## src/inc/host_port_pkg.sv

```systemverilog
package host_port_pkg;

  // Strap encodings for the byte format and the bus timing.
  localparam logic FORMAT_BIG_ENDIAN    = 1'b1;
  localparam logic FORMAT_LITTLE_ENDIAN = 1'b0;
  localparam logic TIMING_SYNC          = 1'b1;
  localparam logic TIMING_ASYNC         = 1'b0;

  // Widths of the host pins.
  localparam int DATA_W = 8;
  localparam int ADDR_W = 10;
  localparam int SYNC_W = 2 + 4 + ADDR_W + DATA_W;

  // Bit positions inside the synchroniser vector.
  localparam int SY_DATA   = 0;
  localparam int SY_ADDR   = SY_DATA + DATA_W;
  localparam int SY_WR_N   = SY_ADDR + ADDR_W;
  localparam int SY_RD_N   = SY_WR_N + 1;
  localparam int SY_ALE    = SY_RD_N + 1;
  localparam int SY_SEL_N  = SY_ALE + 1;
  localparam int SY_TIMING = SY_SEL_N + 1;
  localparam int SY_FORMAT = SY_TIMING + 1;

  // Idle pin levels loaded into the synchroniser at reset: select and both strobes high,
  // address latch strobe low. The strap bits are not reset, so they keep flowing.
  localparam logic [SYNC_W-1:0] SYNC_RST = 24'h2C0000;

  // Fixed decode: pin bits 9 to 2 must be zero in multiplexed mode.
  localparam int                DEC_LSB = 2;
  localparam logic [ADDR_W-1:DEC_LSB] DEC_MATCH = 8'h00;

  // Sampled strap setting.
  typedef struct packed {
    logic format;
    logic timing;
  } mode_s;

  localparam mode_s MODE_RST = 2'h3;

  // One access toward the internal register and memory space.
  typedef struct packed {
    logic              we;
    logic [ADDR_W-1:0] addr;
    logic [DATA_W-1:0] wdata;
  } host_req_s;

  localparam host_req_s REQ_RST = 19'h00000;

  // Access sequencer states; idle to active and active to hold change one bit each, hold back to idle changes both.
  typedef enum logic [1:0] {
    ST_IDLE = 2'h0,
    ST_ACT  = 2'h1,
    ST_HOLD = 2'h3
  } acc_state_e;

endpackage : host_port_pkg

```

## src/design/host_bus_mode_select.sv

```systemverilog
`timescale 1ns/10ps

// Operation
// - Straps 1,1: big-endian host, fixed synchronous timing, no ready handshake.
// - Big-endian modes use eight separate data pins and ten address pins.
// - Straps 1,0: ready handshake marks completion; host stretches access until ready.
// - Straps 0,1: little-endian host on multiplexed bus, fixed timing, no ready.
// - Multiplexed mode latches low address byte from shared bus on address strobe.
// - Multiplexed mode decodes its own select; responds only at address 00000000xx.
// - In multiplexed mode two lowest address pins pick one of four internal windows.
// - Format strap picks byte order; timing strap picks fixed or ready timing.
// - Big-endian word access to 16-bit parameter registers is byte swapped.
// - Straps 0,0: little-endian asynchronous with ready, decoder off, external select.
module host_bus_mode_select (
  // Clock and reset.
  input  wire logic                                clk_i,
  input  wire logic                                rst_i,
  // Configuration straps.
  input  wire logic                                format_strap_i,
  input  wire logic                                timing_strap_i,
  // Host bus strobes and select.
  input  wire logic                                device_select_n_i,
  input  wire logic                                ale_i,
  input  wire logic                                rd_n_i,
  input  wire logic                                wr_n_i,
  // Host address and data pins.
  input  wire logic [host_port_pkg::ADDR_W-1:0]    address_pins_i,
  input  wire logic [host_port_pkg::DATA_W-1:0]    data_pins_i,
  output      logic [host_port_pkg::DATA_W-1:0]    data_pins_o,
  output      logic                                data_pins_oe_o,
  // Open-drain ready toward the host.
  output      logic                                cycle_ready_n_o,
  output      logic                                cycle_ready_n_oe_o,
  // Internal register and memory side.
  output      logic                                req_o,
  output      host_port_pkg::host_req_s            req_data_o,
  input  wire logic                                param16_i,
  input  wire logic [host_port_pkg::DATA_W-1:0]    rdata_i,
  // Sampled strap setting.
  output      host_port_pkg::mode_s                mode_o
);

  // Synchroniser stages for every host pin.
  logic [host_port_pkg::SYNC_W-1:0] meta_q;
  logic [host_port_pkg::SYNC_W-1:0] pins_q;

  // Sampled straps, address latch and sequencer.
  host_port_pkg::mode_s             mode_q;
  logic [host_port_pkg::DATA_W-1:0] addr_latch_q;
  host_port_pkg::acc_state_e        state_q;
  host_port_pkg::acc_state_e        state_d;
  host_port_pkg::host_req_s         req_data_q;
  logic                             req_q;
  logic [host_port_pkg::DATA_W-1:0] dout_q;
  logic                             dout_oe_q;
  logic                             rdy_oe_q;
  logic                             raw_a0_q;

  // Named views of the synchronised pins.
  wire logic [host_port_pkg::DATA_W-1:0] dat_s = pins_q[host_port_pkg::SY_DATA +: 8];
  wire logic [host_port_pkg::ADDR_W-1:0] adr_s = pins_q[host_port_pkg::SY_ADDR +: 10];
  wire logic rd_s  = ~pins_q[host_port_pkg::SY_RD_N];
  wire logic wr_s  = ~pins_q[host_port_pkg::SY_WR_N];
  wire logic ale_s = pins_q[host_port_pkg::SY_ALE];
  wire logic esel_s = ~pins_q[host_port_pkg::SY_SEL_N];

  // Builds the internal address; in multiplexed mode the window bits come from address pins 1 and 0, the low byte from the latch.
  function automatic logic [host_port_pkg::ADDR_W-1:0] int_addr(
    input logic                             mux,
    input logic [host_port_pkg::ADDR_W-1:0] pins,
    input logic [host_port_pkg::DATA_W-1:0] lat
  );
    logic [host_port_pkg::ADDR_W-1:0] a;
    a = mux ? {pins[1:0], lat} : pins;
    return a;
  endfunction : int_addr

  // Mode decoding and select generation.
  wire logic mux_w   = (mode_q.format == host_port_pkg::FORMAT_LITTLE_ENDIAN) &&
                       (mode_q.timing == host_port_pkg::TIMING_SYNC);
  wire logic async_w = (mode_q.timing == host_port_pkg::TIMING_ASYNC);
  wire logic dec_w   = (adr_s[host_port_pkg::ADDR_W-1:host_port_pkg::DEC_LSB] ==
                        host_port_pkg::DEC_MATCH);
  wire logic sel_w   = mux_w ? dec_w : esel_s;
  wire logic strb_w  = rd_s | wr_s;
  wire logic go_w    = strb_w & sel_w;
  wire logic [host_port_pkg::ADDR_W-1:0] raw_w = int_addr(mux_w, adr_s, addr_latch_q);
  wire logic swap_w  = (mode_q.format == host_port_pkg::FORMAT_BIG_ENDIAN) & param16_i;
  wire logic [host_port_pkg::ADDR_W-1:0] iad_w = {raw_w[9:1], raw_w[0] ^ swap_w};

  // Next state of the access sequencer.
  always_comb
  begin
    state_d = state_q;
    unique case (state_q)
      host_port_pkg::ST_IDLE: if (go_w) state_d = host_port_pkg::ST_ACT;
      host_port_pkg::ST_ACT:  state_d = host_port_pkg::ST_HOLD;
      host_port_pkg::ST_HOLD: if (!strb_w) state_d = host_port_pkg::ST_IDLE;
      default:                state_d = host_port_pkg::ST_IDLE;
    endcase
  end

  // Two-stage synchroniser for all pins from the host domain.
  // The strap bits keep moving during reset so that the sampled setting is the live one.
  always_ff @(posedge clk_i)
  begin
    if (rst_i)
    begin
      meta_q <= {format_strap_i, timing_strap_i,
                 host_port_pkg::SYNC_RST[host_port_pkg::SY_TIMING-1:0]};
      pins_q <= {meta_q[host_port_pkg::SY_FORMAT:host_port_pkg::SY_TIMING],
                 host_port_pkg::SYNC_RST[host_port_pkg::SY_TIMING-1:0]};
    end
    else
    begin
      meta_q <= {format_strap_i, timing_strap_i, device_select_n_i, ale_i,
                 rd_n_i, wr_n_i, address_pins_i, data_pins_i};
      pins_q <= meta_q;
    end
  end

  // Straps follow the pins while reset is held and freeze after release.
  always_ff @(posedge clk_i)
  begin
    if (rst_i)
      mode_q <= {pins_q[host_port_pkg::SY_FORMAT], pins_q[host_port_pkg::SY_TIMING]};
  end

  // Low address byte is captured from the shared bus while the strobe is high.
  always_ff @(posedge clk_i)
  begin
    if (rst_i)
      addr_latch_q <= 8'h00;
    else if (mux_w && ale_s)
      addr_latch_q <= dat_s;
  end

  // Sequencer and request register.
  always_ff @(posedge clk_i)
  begin
    if (rst_i)
    begin
      state_q    <= host_port_pkg::ST_IDLE;
      req_q      <= 1'b0;
      req_data_q <= host_port_pkg::REQ_RST;
      raw_a0_q   <= 1'b0;
    end
    else
    begin
      state_q <= state_d;
      req_q   <= (state_q == host_port_pkg::ST_IDLE) && go_w;
      if ((state_q == host_port_pkg::ST_IDLE) && go_w)
      begin
        req_data_q <= '{we: wr_s, addr: iad_w, wdata: dat_s};
        raw_a0_q   <= raw_w[0];
      end
    end
  end

  // Read data and pin drive: data pins released outside a selected read, ready outside a selected access.
  always_ff @(posedge clk_i)
  begin
    if (rst_i)
    begin
      dout_q    <= 8'h00;
      dout_oe_q <= 1'b0;
      rdy_oe_q  <= 1'b0;
    end
    else
    begin
      if (state_q == host_port_pkg::ST_ACT)
        dout_q <= rdata_i;
      dout_oe_q <= (state_d == host_port_pkg::ST_HOLD) && !req_data_q.we;
      rdy_oe_q  <= (state_d == host_port_pkg::ST_HOLD) && async_w;
    end
  end

  // Outputs come straight from flip-flops; the ready level is a constant low.
  assign data_pins_o        = dout_q;
  assign data_pins_oe_o     = dout_oe_q;
  assign cycle_ready_n_o    = 1'b0;
  assign cycle_ready_n_oe_o = rdy_oe_q;
  assign req_o              = req_q;
  assign req_data_o         = req_data_q;
  assign mode_o             = mode_q;
endmodule : host_bus_mode_select

```

## config.mk

```make
export PLATFORM = sky130hd
export DESIGN_NAME = host_bus_mode_select
export DESIGN_NICKNAME = d
export VERILOG_FILES = /design/src/inc/host_port_pkg.sv /design/src/design/host_bus_mode_select.sv
export SDC_FILE = /design/constraint.sdc
export NUM_CORES = 1
export LEC_CHECK = 0
export BUFFER_PORTS_ARGS = -buffer_cell sky130_fd_sc_hd__buf_2
export CAP_MARGIN = 20
export CORE_MARGIN = 2
export CORE_UTILIZATION = 36
export DETAILED_ROUTE_END_ITERATION = 16
export GPL_TIMING_DRIVEN = 0
export PLACE_DENSITY_LB_ADDON = 0.1
export SLEW_MARGIN = 15
export SYNTH_ARGS = -nofsm -noshare
export SYNTH_HDL_FRONTEND = slang
export SYNTH_SLANG_ARGS = --single-unit
```

## constraint.sdc

```tcl
create_clock -name clk_i -period 1.55 [get_ports clk_i]
set_input_delay 0.155 -clock clk_i [delete_from_list [all_inputs] [get_ports clk_i]]
set_output_delay 0.155 -clock clk_i [all_outputs]
set_load 0.005 [all_outputs]
```

==> results of run 1 <==
## layout by cell type (no fill, tap or decap), drive strengths merged
cell,n
a211oi,2
a21boi,1
a21o,1
a21oi,28
a311oi,9
and2b,1
buf,79
bufinv,1
clkbuf,23
clkinv,3
clkinvlp,1
conb,1
dfxtp,88
dlygate4sd3,11
edfxtp,2
inv,2
mux2i,10
nand2,28
nand2b,2
nand3,18
nand3b,1
nor2,12
nor2b,38
nor4,2
o21ai,11
or2,6
xnor2,1
## state kept, by name, summed over array words and instances, names as in the netlist, 2 cells and up
name and count:
pins_q 24, mode_o 2, data_pins_o 8, meta_q 24, addr_latch_q 8, req_data_o 19
state_q 2
## cell usage after synthesis (all sizes together) (6+ instances only)
| library cell | number |
|---|---|
| a311oi | 9 |
| or2 | 6 |
| nand2 | 28 |
| buf | 8 |
| nor2 | 12 |
| o21ai | 11 |
| mux2i | 10 |
| dfxtp | 88 |
| nand3 | 18 |
| a21oi | 28 |
| nor2b | 38 |
| clkbuf | 11 |
## stage by stage
stage	area [um^2]	setup TNS, ps	util	power (mW)	hold WS (ps)
after floorplan	2934	0	-	2.669	182.7
after global placement	3392	-3339	0.4345	2.786	272.5
after global routing	3876	-29.31	0.4965	4.693	8.804
after CTS	3800	0	0.4867	4.529	4.950
after detailed placement	3392	-4484	0.4345	2.792	262.0
final	3876	0	0.4965	4.508	14.93
## cell type report
| cell class | count | area [um^2] | share of cell area |
|---|---|---|---|
| multi-input cells | 172 | 1080 | 0.2786 |
| clock inverters | 5 | 60.06 | 0.01549 |
| plain buffers | 19 | 105.1 | 0.02711 |
| inverters | 2 | 7.507 | 0.001937 |
| flip-flops and latches | 90 | 1823 | 0.4703 |
| repair buffers | 83 | 510.5 | 0.1317 |
| clock buffers | 11 | 162.7 | 0.04196 |
| well taps | 102 | 127.6 | 0.03292 |
## how the worst min path moves through the flow
stage	startpoint	endpoint	cells after the start
3_5_place_dp	format_strap_i	meta_q[23]$_DFF_P_	1
6_report	data_pins_i[6]	meta_q[6]$_SDFF_PP0_	2
2_1_floorplan	timing_strap_i	meta_q[22]$_DFF_P_	0
3_3_place_gp	timing_strap_i	meta_q[22]$_DFF_P_	1
4_1_cts	address_pins_i[7]	meta_q[15]$_SDFF_PP0_	2
5_1_grt	address_pins_i[4]	meta_q[12]$_SDFF_PP0_	2
## layer usage
metal  vias to the layer above  track usage
met3                        10      0.03210
met1                       990       0.1776
li1                       1129            -
met4                         0      0.07488
met5                         -            0
met2                        60       0.2262
## worst max-delay path, stage by stage (launching register included)
cell	delay (ps)
edfxtp_1	500
and2b_1	220
buf_6	140
o21ai_4	190
buf_12	150
o21ai_0	70
a21oi_1	140
## timing repair
item                                    in CTS  in global routing
endpoints found under the setup margin      19                 21
endpoints found under the hold margin       11                  0
gates resized for setup                      5                 13
hold buffers                                11                  0
pin swaps                                    1                  8
buffers inserted                             3                  3
## kinds of logic (layout without fill, tap and decap cells)
kind of cell,after synthesis,in the layout,synth area share
mux,10,10,0.03412
compound gates,52,52,0.1096
buf+inv,21,120,0.03497
simple gates,108,108,0.1962
other cells,1,1,0.001278
xor+xnor,1,1,0.002986
flops,90,90,0.6209
## power by group through the flow
stage               sequential, mW  clock (mW)  combinational [mW]
floorplan                     2.50           0               0.174
finish                        2.45        1.70               0.352
detailed placement            2.50           0               0.288
global route                  2.46        1.84               0.388
CTS                           2.45        1.74               0.333
global placement              2.50           0               0.284
==> summary.md, run 1 <==
| Metric | Value |
|---|---|
| Syn nets | `318` |
| R2r startpoint | `mode_o[0]$_DFFE_PP_` |
| Top cells by area, synth | `dfxtp_1 (60%), nor2b_1 (8.1%), a21oi_1 (4.6%)` |
| Post-Synthesis Cell Area | `2934 um^2` |
| I/O Pins | `68` |
| VDD IR-drop max | `0.0004347 V` |
| Worst-path maximum fanout | `10` |
| Starting Density | `0.3758` |
| Met2 wire length | `2814 um` |
| Reg2reg end | `req_data_o[4]$_SDFFE_PP0P_` |
| Routed via count | `2189` |
| Clock Power Share | `0.378` |
| Via density | `4.523` |
| Yosys top cell area share | `0.6004` |
| Setup crit start kind | `flop` |
| Worst min-delay path class | `in2reg` |
| Post-synth EDFFs | `2` |
| Top sig layer | `met4` |
| Routed Antenna Nets | `0` |
| Worst Setup EP | `req_data_o[4]$_SDFFE_PP0P_` |
| First-pass GRT wire length | `9542 um` |
| Die ar. | `8889 um^2` |
| Routed wire length on met3 | `325 um` |
| Routability congestion estimate from global placement | `0.7754` |
| Register share of total power | `0.544` |
| Outcome | `complete, no violations` |
| Cells after DPL | `451` |
| Core area | `7807 um^2` |
| P per Cell Area | `1163 nW/um^2` |
| Worst EP arrival | `1760 ps` |
| Synthesis-to-finish area growth | `32.11%` |
| Setup crit start | `mode_o[0]$_DFFE_PP_` |
| Grt ovf | `0` |
| Fin cells | `484` |
| Longest Clk Path Bufs | `2` |
| Slew Viols, Final | `0` |
| Unrepaired setup endpoints after global routing | `true` |
| Setup skew after layout | `8.920 ps` |
| Combinational share of power | `0.078` |
| Synth warn | `0` |
| Seq cells post-synth | `90` |
| Ys async rst share | `0` |
| DRC | `0` |
| Num CTS Buffers | `9` |
| Final period utilization | `0.9516` |
| Wl on met1 | `2828 um` |
| DIE HEIGHT | `94.28 um` |
| Iter 0 DRT Violations | `64` |
| Die width | `94.28 um` |
| GRT Total Usage | `0.1416` |
| Htree depth | `3` |
| P_leak | `1.632 nW` |
| Worst-skew pair later-pin latency | `350 ps` |
| Final hold vios | `0` |
| Antenna violations before repair | `0` |
| CTS clk-pin slew, worst paths | `90 ps` |
| Min Tclk post-route | `1475 ps` |
| CP Capture Type | `flop` |
| Setup WS post-layout | `75.04 ps` |
| Final setup violation count | `0` |
| Final HPWL DP | `4268 um` |
| Worst slew pin tran | `522.1 ps` |
| Data required, critical path | `1830 ps` |
| Detailed Routing Iterations Pass 1 | `4` |
| # Max-Cap Violations | `0` |
| Row cnt | `32` |
| Switch Pwr | `1.024 mW` |
| WS Path Type | `reg2reg` |
| Clock sink count | `90` |
| Final net count | `412` |
| Largest net degree at the start of global routing | `16` |
| I/O Buffers | `66` |
| Leading area contributor after synthesis | `dfxtp_1` |
| Drt wl/cell | `12.63 um` |
| Reg2reg setup slack | `80 ps` |
| Layout cells sized above 1 | `0.3037` |
| Mean Syn Cell Area | `10.37 um^2` |
| Clock tree from TritonCTS | `yes` |
| Achievable Freq | `0.6780 GHz` |
| Vias in the first global route | `1988` |
| Reg2reg path depth | `6` |
| Netlist cell types | `28` |
| Setup WS pre-CTS | `-305.8 ps` |
| Most common flop cell mapped by yosys | `dfxtp_1` |
| Clock root buffer | `clkbuf_8` |
| Syn Inst Count | `283` |
| Sw frac | `0.2271` |
| Worst slew margin | `0.6519` |
| Sequential area share after synthesis | `0.6209` |
| Internal power | `3.484 mW` |
| # diodes | `0` |
| Fill cell count | `781` |
| Final WL | `6111 um` |
(Power assumes the default switching activity.)
==> inputs of run 2 (changes only) <==
- HOLD_SLACK_MARGIN: unset -> 0.05
==> run 2 against run 1 <==
Compared with the run above: combinational power grew 11%; hold slack gained 240 ps; first-iteration DRC count grew 9.4%; register-to-register slack is essentially flat; cell count grew 4.5%; non-clock buffer count grew 22; setup slack gained 6.7 ps; die area is the same; clock skew grew 1.7 ps; critical path depth is the same; flip-flop and latch count is the same; power grew 0.94%; largest cell class unchanged.
==> summary.md, run 2 (synthesis gave the netlist of run 1 again) <==
| Metric | Value |
|---|---|
| Largest net degree at the start of global routing | `16` |
| Final net count | `434` |
| VDD IR-drop max | `0.0004355 V` |
| Routability congestion estimate from global placement | `0.7754` |
| Cells after DPL | `451` |
| Htree depth | `3` |
| Switch Pwr | `1.029 mW` |
| Internal power | `3.521 mW` |
| WS Path Type | `reg2reg` |
| Clock sink count | `90` |
| Routed Antenna Nets | `0` |
| Combinational share of power | `0.086` |
| First-pass GRT wire length | `9922 um` |
| Worst-skew pair later-pin latency | `350 ps` |
| Detailed Routing Iterations Pass 1 | `4` |
| # diodes | `0` |
| Via density | `4.472` |
| Routed via count | `2263` |
| Grt ovf | `0` |
| Fill cell count | `743` |
| Die width | `94.28 um` |
| Synthesis-to-finish area growth | `39.53%` |
| Clock Power Share | `0.374` |
| P per Cell Area | `1111 nW/um^2` |
| I/O Buffers | `66` |
| Final setup violation count | `0` |
| DRC | `0` |
| DIE HEIGHT | `94.28 um` |
| Num CTS Buffers | `9` |
| Final WL | `6329 um` |
| Starting Density | `0.3758` |
| Final hold vios | `0` |
| Clock tree from TritonCTS | `yes` |
| Worst min-delay path class | `in2reg` |
| Worst-path maximum fanout | `10` |
| Final period utilization | `0.9473` |
| Data required, critical path | `1840 ps` |
| Final HPWL DP | `4268 um` |
| Antenna violations before repair | `0` |
| Achievable Freq | `0.6811 GHz` |
| Register share of total power | `0.539` |
| Outcome | `complete, no violations` |
| Row cnt | `32` |
| Longest Clk Path Bufs | `2` |
| Clock root buffer | `clkbuf_8` |
| GRT Total Usage | `0.1465` |
| Pwr Total | `4.550 mW` |
| Min Tclk post-route | `1468 ps` |
| CTS clk-pin slew, worst paths | `90 ps` |
| Core area | `7807 um^2` |
| Die ar. | `8889 um^2` |
| Sw frac | `0.2262` |
| CP Capture Type | `flop` |
| Iter 0 DRT Violations | `70` |
| Vias in the first global route | `2106` |
| Setup skew after layout | `10.66 ps` |
| Worst EP arrival | `1760 ps` |
| I/O Pins | `68` |
| Commonest non-fill, non-tap cell in the layout | `dfxtp_1` |
| Most frequent cells in the layout | `dfxtp_1 (87), buf_2 (68), nor2b_1 (38)` |
| Fin cells | `506` |
| # Max-Cap Violations | `0` |
| Drt wl/cell | `12.51 um` |
| Setup crit start kind | `flop` |
| Slew Viols, Final | `0` |
| Layout cells sized above 1 | `0.3020` |
| P_leak | `1.746 nW` |
-- run 2: cell count changes in the layout (fill, tap and decap cells not counted), sizes merged --
cell	change
dlygate4sd3	+22
-- run 2: worst max-delay path, stage by stage (launching register included) --
cell and delay, ps:
edfxtp_1 500, and2b_1 220, buf_6 140, o21ai_4 190, buf_12 150, o21ai_0 70
a21oi_1 140
-- run 2: repair_timing --
action,CTS,global route
setup endpoints to repair,19,80
resized for setup,5,25
hold endpoints to repair,34,0
pin swaps,1,6
buffers inserted,3,3
hold buffers,33,0
-- run 2: final timing paths --
| kind | startpoint | end | slack (ps) | depth (start not counted) |
|---|---|---|---|---|
| worst min-delay path | param16_i | req_data_o[8]$_SDFFE_PP0P_ | 260 | 5 |
| worst min register to register | meta_q[22]$_DFF_P_ | pins_q[22]$_DFF_P_ | 340 | 0 |
| worst max-delay path | mode_o[0]$_DFFE_PP_ | req_data_o[4]$_SDFFE_PP0P_ | 80 | 6 |
| worst max register to register | mode_o[0]$_DFFE_PP_ | req_data_o[4]$_SDFFE_PP0P_ | 80 | 6 |
-- run 2: cell type report --
type | instances | area (um^2) | area share
clock buffer | 11 | 162.7 | 0.03973
timing repair buffer | 105 | 730.7 | 0.1785
sequential | 90 | 1823 | 0.4453
multi-input combinational | 172 | 1067 | 0.2607
clock inverter | 5 | 60.06 | 0.01467
inverter | 2 | 7.507 | 0.001834
tap | 102 | 127.6 | 0.03117
buffer | 19 | 115.1 | 0.02812
-- run 2: power groups by stage --
stage,Clock (mW),Sequential [mW],Combinational (mW)
after global placement,0,2.50,0.284
after floorplan,0,2.50,0.174
after detailed placement,0,2.50,0.288
final,1.70,2.45,0.392
after global routing,1.84,2.46,0.434
after CTS,1.74,2.45,0.374
-- run 2: layer usage --
metal  routed length [um]  vias up  global-route usage
met5                    0        -                   0
met4                  153        0             0.07488
met3                  314       11             0.03210
li1                     -     1176                   -
met1                 2900     1021              0.1796
met2                 2960       55              0.2411
-- run 2: stage by stage --
step / hold WS, ps / utilization / TNS (ps) / worst slack (ps) / cell area, um^2
floorplan: 182.7 / - / 0 / 110.2 / 2934
finish: 256.1 / 0.5244 / 0 / 81.71 / 4094
detailed placement: 262.0 / 0.4345 / -4484 / -305.8 / 3392
global route: 297.6 / 0.5244 / -10.41 / -6.232 / 4094
global placement: 272.5 / 0.4345 / -3339 / -242.8 / 3392
CTS: 249.2 / 0.5149 / 0 / 14.64 / 4020
==> inputs of run 3 (changes only) <==
- clock period: 1.55 -> 1.4 ns (I/O delays scaled with it)
==> run 3 against run 2 <==
Compared with the run above: the run now ends with setup timing left; clock skew rose by 2.2 ps; power increased by 4.8%; via count increased by 1.3%; critical path depth unchanged; flip-flop and latch count unchanged; non-clock buffer count increased by 3; sequential share of layout area is 0.082 points higher; largest cell class unchanged.
==> summary.md, run 3 (synthesis gave the netlist of run 1 again) <==
| Metric | Value |
|---|---|
| Outcome | `complete, but fails checks` |
| Failing checks | `setup timing` |
| Via density | `4.503` |
| Most frequent cells in the layout | `dfxtp_1 (87), buf_2 (67), nor2b_1 (38)` |
| Unrepaired setup endpoints after global routing | `true` |
| Setup crit start kind | `flop` |
| Layout cells sized above 1 | `0.2924` |
| Commonest non-fill, non-tap cell in the layout | `dfxtp_1` |
| HP Start | `param16_i` |
| VDD IR-drop max | `0.0004563 V` |
| Clock tree from TritonCTS | `yes` |
| Starting Density | `0.3758` |
| Setup WS pre-CTS | `-228.2 ps` |
| # diodes | `0` |
| Routed Antenna Nets | `0` |
| P per Cell Area | `1167 nW/um^2` |
| Final WL | `6395 um` |
| Final HPWL DP | `4245 um` |
| Worst-skew pair later-pin latency | `350 ps` |
| Antenna violations before repair | `0` |
| Final net count | `437` |
| Worst slew pin tran | `534.0 ps` |
| Crit path buf inv count | `2` |
| Setup skew after layout | `12.89 ps` |
| Iter 0 DRT Violations | `85` |
| Hold Crit Endpoint | `req_data_o[8]$_SDFFE_PP0P_` |
| Crit path cell chain | `and2b_1 > buf_6 > o21ai_4 > buf_12 > o21ai_1 > a21oi_1` |
| Detailed Routing Iterations Pass 1 | `4` |
| R2r startpoint | `mode_o[0]$_DFFE_PP_` |
| Routed via count | `2292` |
| First-pass GRT wire length | `10010 um` |
| Reg2reg path depth | `6` |
| Fin cells | `509` |
| Num CTS Buffers | `9` |
| CTS clk-pin slew, worst paths | `80 ps` |
| Routability congestion estimate from global placement | `0.8056` |
| Min Tclk post-route | `1433 ps` |
| Reg2reg setup slack | `-30 ps` |
| Final setup violation count | `18` |
| # Max-Cap Violations | `0` |
| Die ar. | `8889 um^2` |
| Vias in the first global route | `2117` |
| Die width | `94.28 um` |
| DRC | `0` |
| I/O Buffers | `66` |
| Fill cell count | `765` |
| DIE HEIGHT | `94.28 um` |
| Worst-path maximum fanout | `10` |
| Row cnt | `32` |
| GRT Total Usage | `0.1489` |
| Drt wl/cell | `12.56 um` |
| Worst slew margin | `0.6440` |
| Synthesis-to-finish area growth | `39.28%` |
| Grt ovf | `0` |
| CP Capture Type | `flop` |
| Worst EP arrival | `1710 ps` |
| Setup WS post-layout | `-32.97 ps` |
| CP max-delay cell | `edfxtp_1` |
| Hold depth | `5` |
| Slew Viols, Final | `0` |
| Clock sink count | `90` |
| Reg2reg end | `req_data_o[0]$_SDFFE_PP0P_` |
| Achievable Freq | `0.6979 GHz` |
| Core area | `7807 um^2` |
| Worst min-delay path class | `in2reg` |
| Cells after DPL | `451` |
| Data required, critical path | `1670 ps` |
| CP delay by family, top | `flip-flops` |
| Max incr delay on CP | `460 ps` |
| Clock root buffer | `clkbuf_8` |
| P_leak | `1.722 nW` |
| I/O Pins | `68` |
| Final hold vios | `0` |
| Largest net degree at the start of global routing | `15` |
| Longest Clk Path Bufs | `2` |
| Final period utilization | `1.024` |
| WS Path Type | `reg2reg` |
| Htree depth | `3` |
run 3: power by group:
part           switching (mW)  total [mW]  leakage (nW)  internal (mW)
combinational           0.197       0.450         0.895          0.253
sequential             0.0477        2.71         0.741           2.67
clock                   0.859        1.61        0.0859          0.748
total                    1.10        4.77          1.72           3.67
run 3: tightest hold or removal path, cell delays in order:
cell	delay, ps
buf_2	80
xnor2_1	110
mux2i_1	70
nand3_1	80
a21oi_1	60
run 3: per-layer routing:
metal / global-route usage / wire length, um
met1: 0.1835 / 2932
met2: 0.2458 / 3100
met3: 0.03692 / 249
met4: 0.06522 / 112
met5: 0 / 0
run 3: stage by stage:
stage          utilization  power [mW]  setup TNS (ps)  area [um^2]  hold WS [ps]
5_1_grt             0.5234       4.995           -1539         4086         235.6
4_1_cts             0.5165       4.808          -185.7         4033         219.6
3_3_place_gp        0.4365       3.092           -3480         3408         244.1
2_1_floorplan            -       2.962               0         2950         167.7
3_5_place_dp        0.4365       3.097           -3529         3408         254.3
6_report            0.5234       4.771          -256.7         4086         228.5
run 3: area by class of cell:
type	instances	area, um^2	area share
tap	102	127.6	0.03123
buffer	19	113.9	0.02786
timing repair buffer	108	757.0	0.1852
clock inverter	3	23.77	0.005818
clock buffer	13	158.9	0.03889
inverter	2	7.507	0.001837
multi-input combinational	172	1075	0.2630
sequential	90	1823	0.4461
run 3: worst max path at each step:
stage                          startpoint                           to  cells past startpoint
finish                mode_o[0]$_DFFE_PP_   req_data_o[0]$_SDFFE_PP0P_                      6
detailed placement    mode_o[1]$_DFFE_PP_  req_data_o[12]$_SDFFE_PP0P_                      5
CTS                   mode_o[0]$_DFFE_PP_   req_data_o[6]$_SDFFE_PP0P_                      6
floorplan           pins_q[10]$_SDFF_PP0_  req_data_o[10]$_SDFFE_PP0P_                      5
global placement      mode_o[1]$_DFFE_PP_  req_data_o[12]$_SDFFE_PP0P_                      5
global route          mode_o[0]$_DFFE_PP_  req_data_o[10]$_SDFFE_PP0P_                      5
run 3: what timing repair did:
| action | 4_1_cts | 5_1_grt |
|---|---|---|
| pin swaps | 8 | 9 |
| endpoints found under the hold margin | 34 | 0 |
| buffers inserted | 7 | 2 |
| gates resized for setup | 7 | 21 |
| hold buffers | 33 | 0 |
| endpoints found under the setup margin | 21 | 28 |
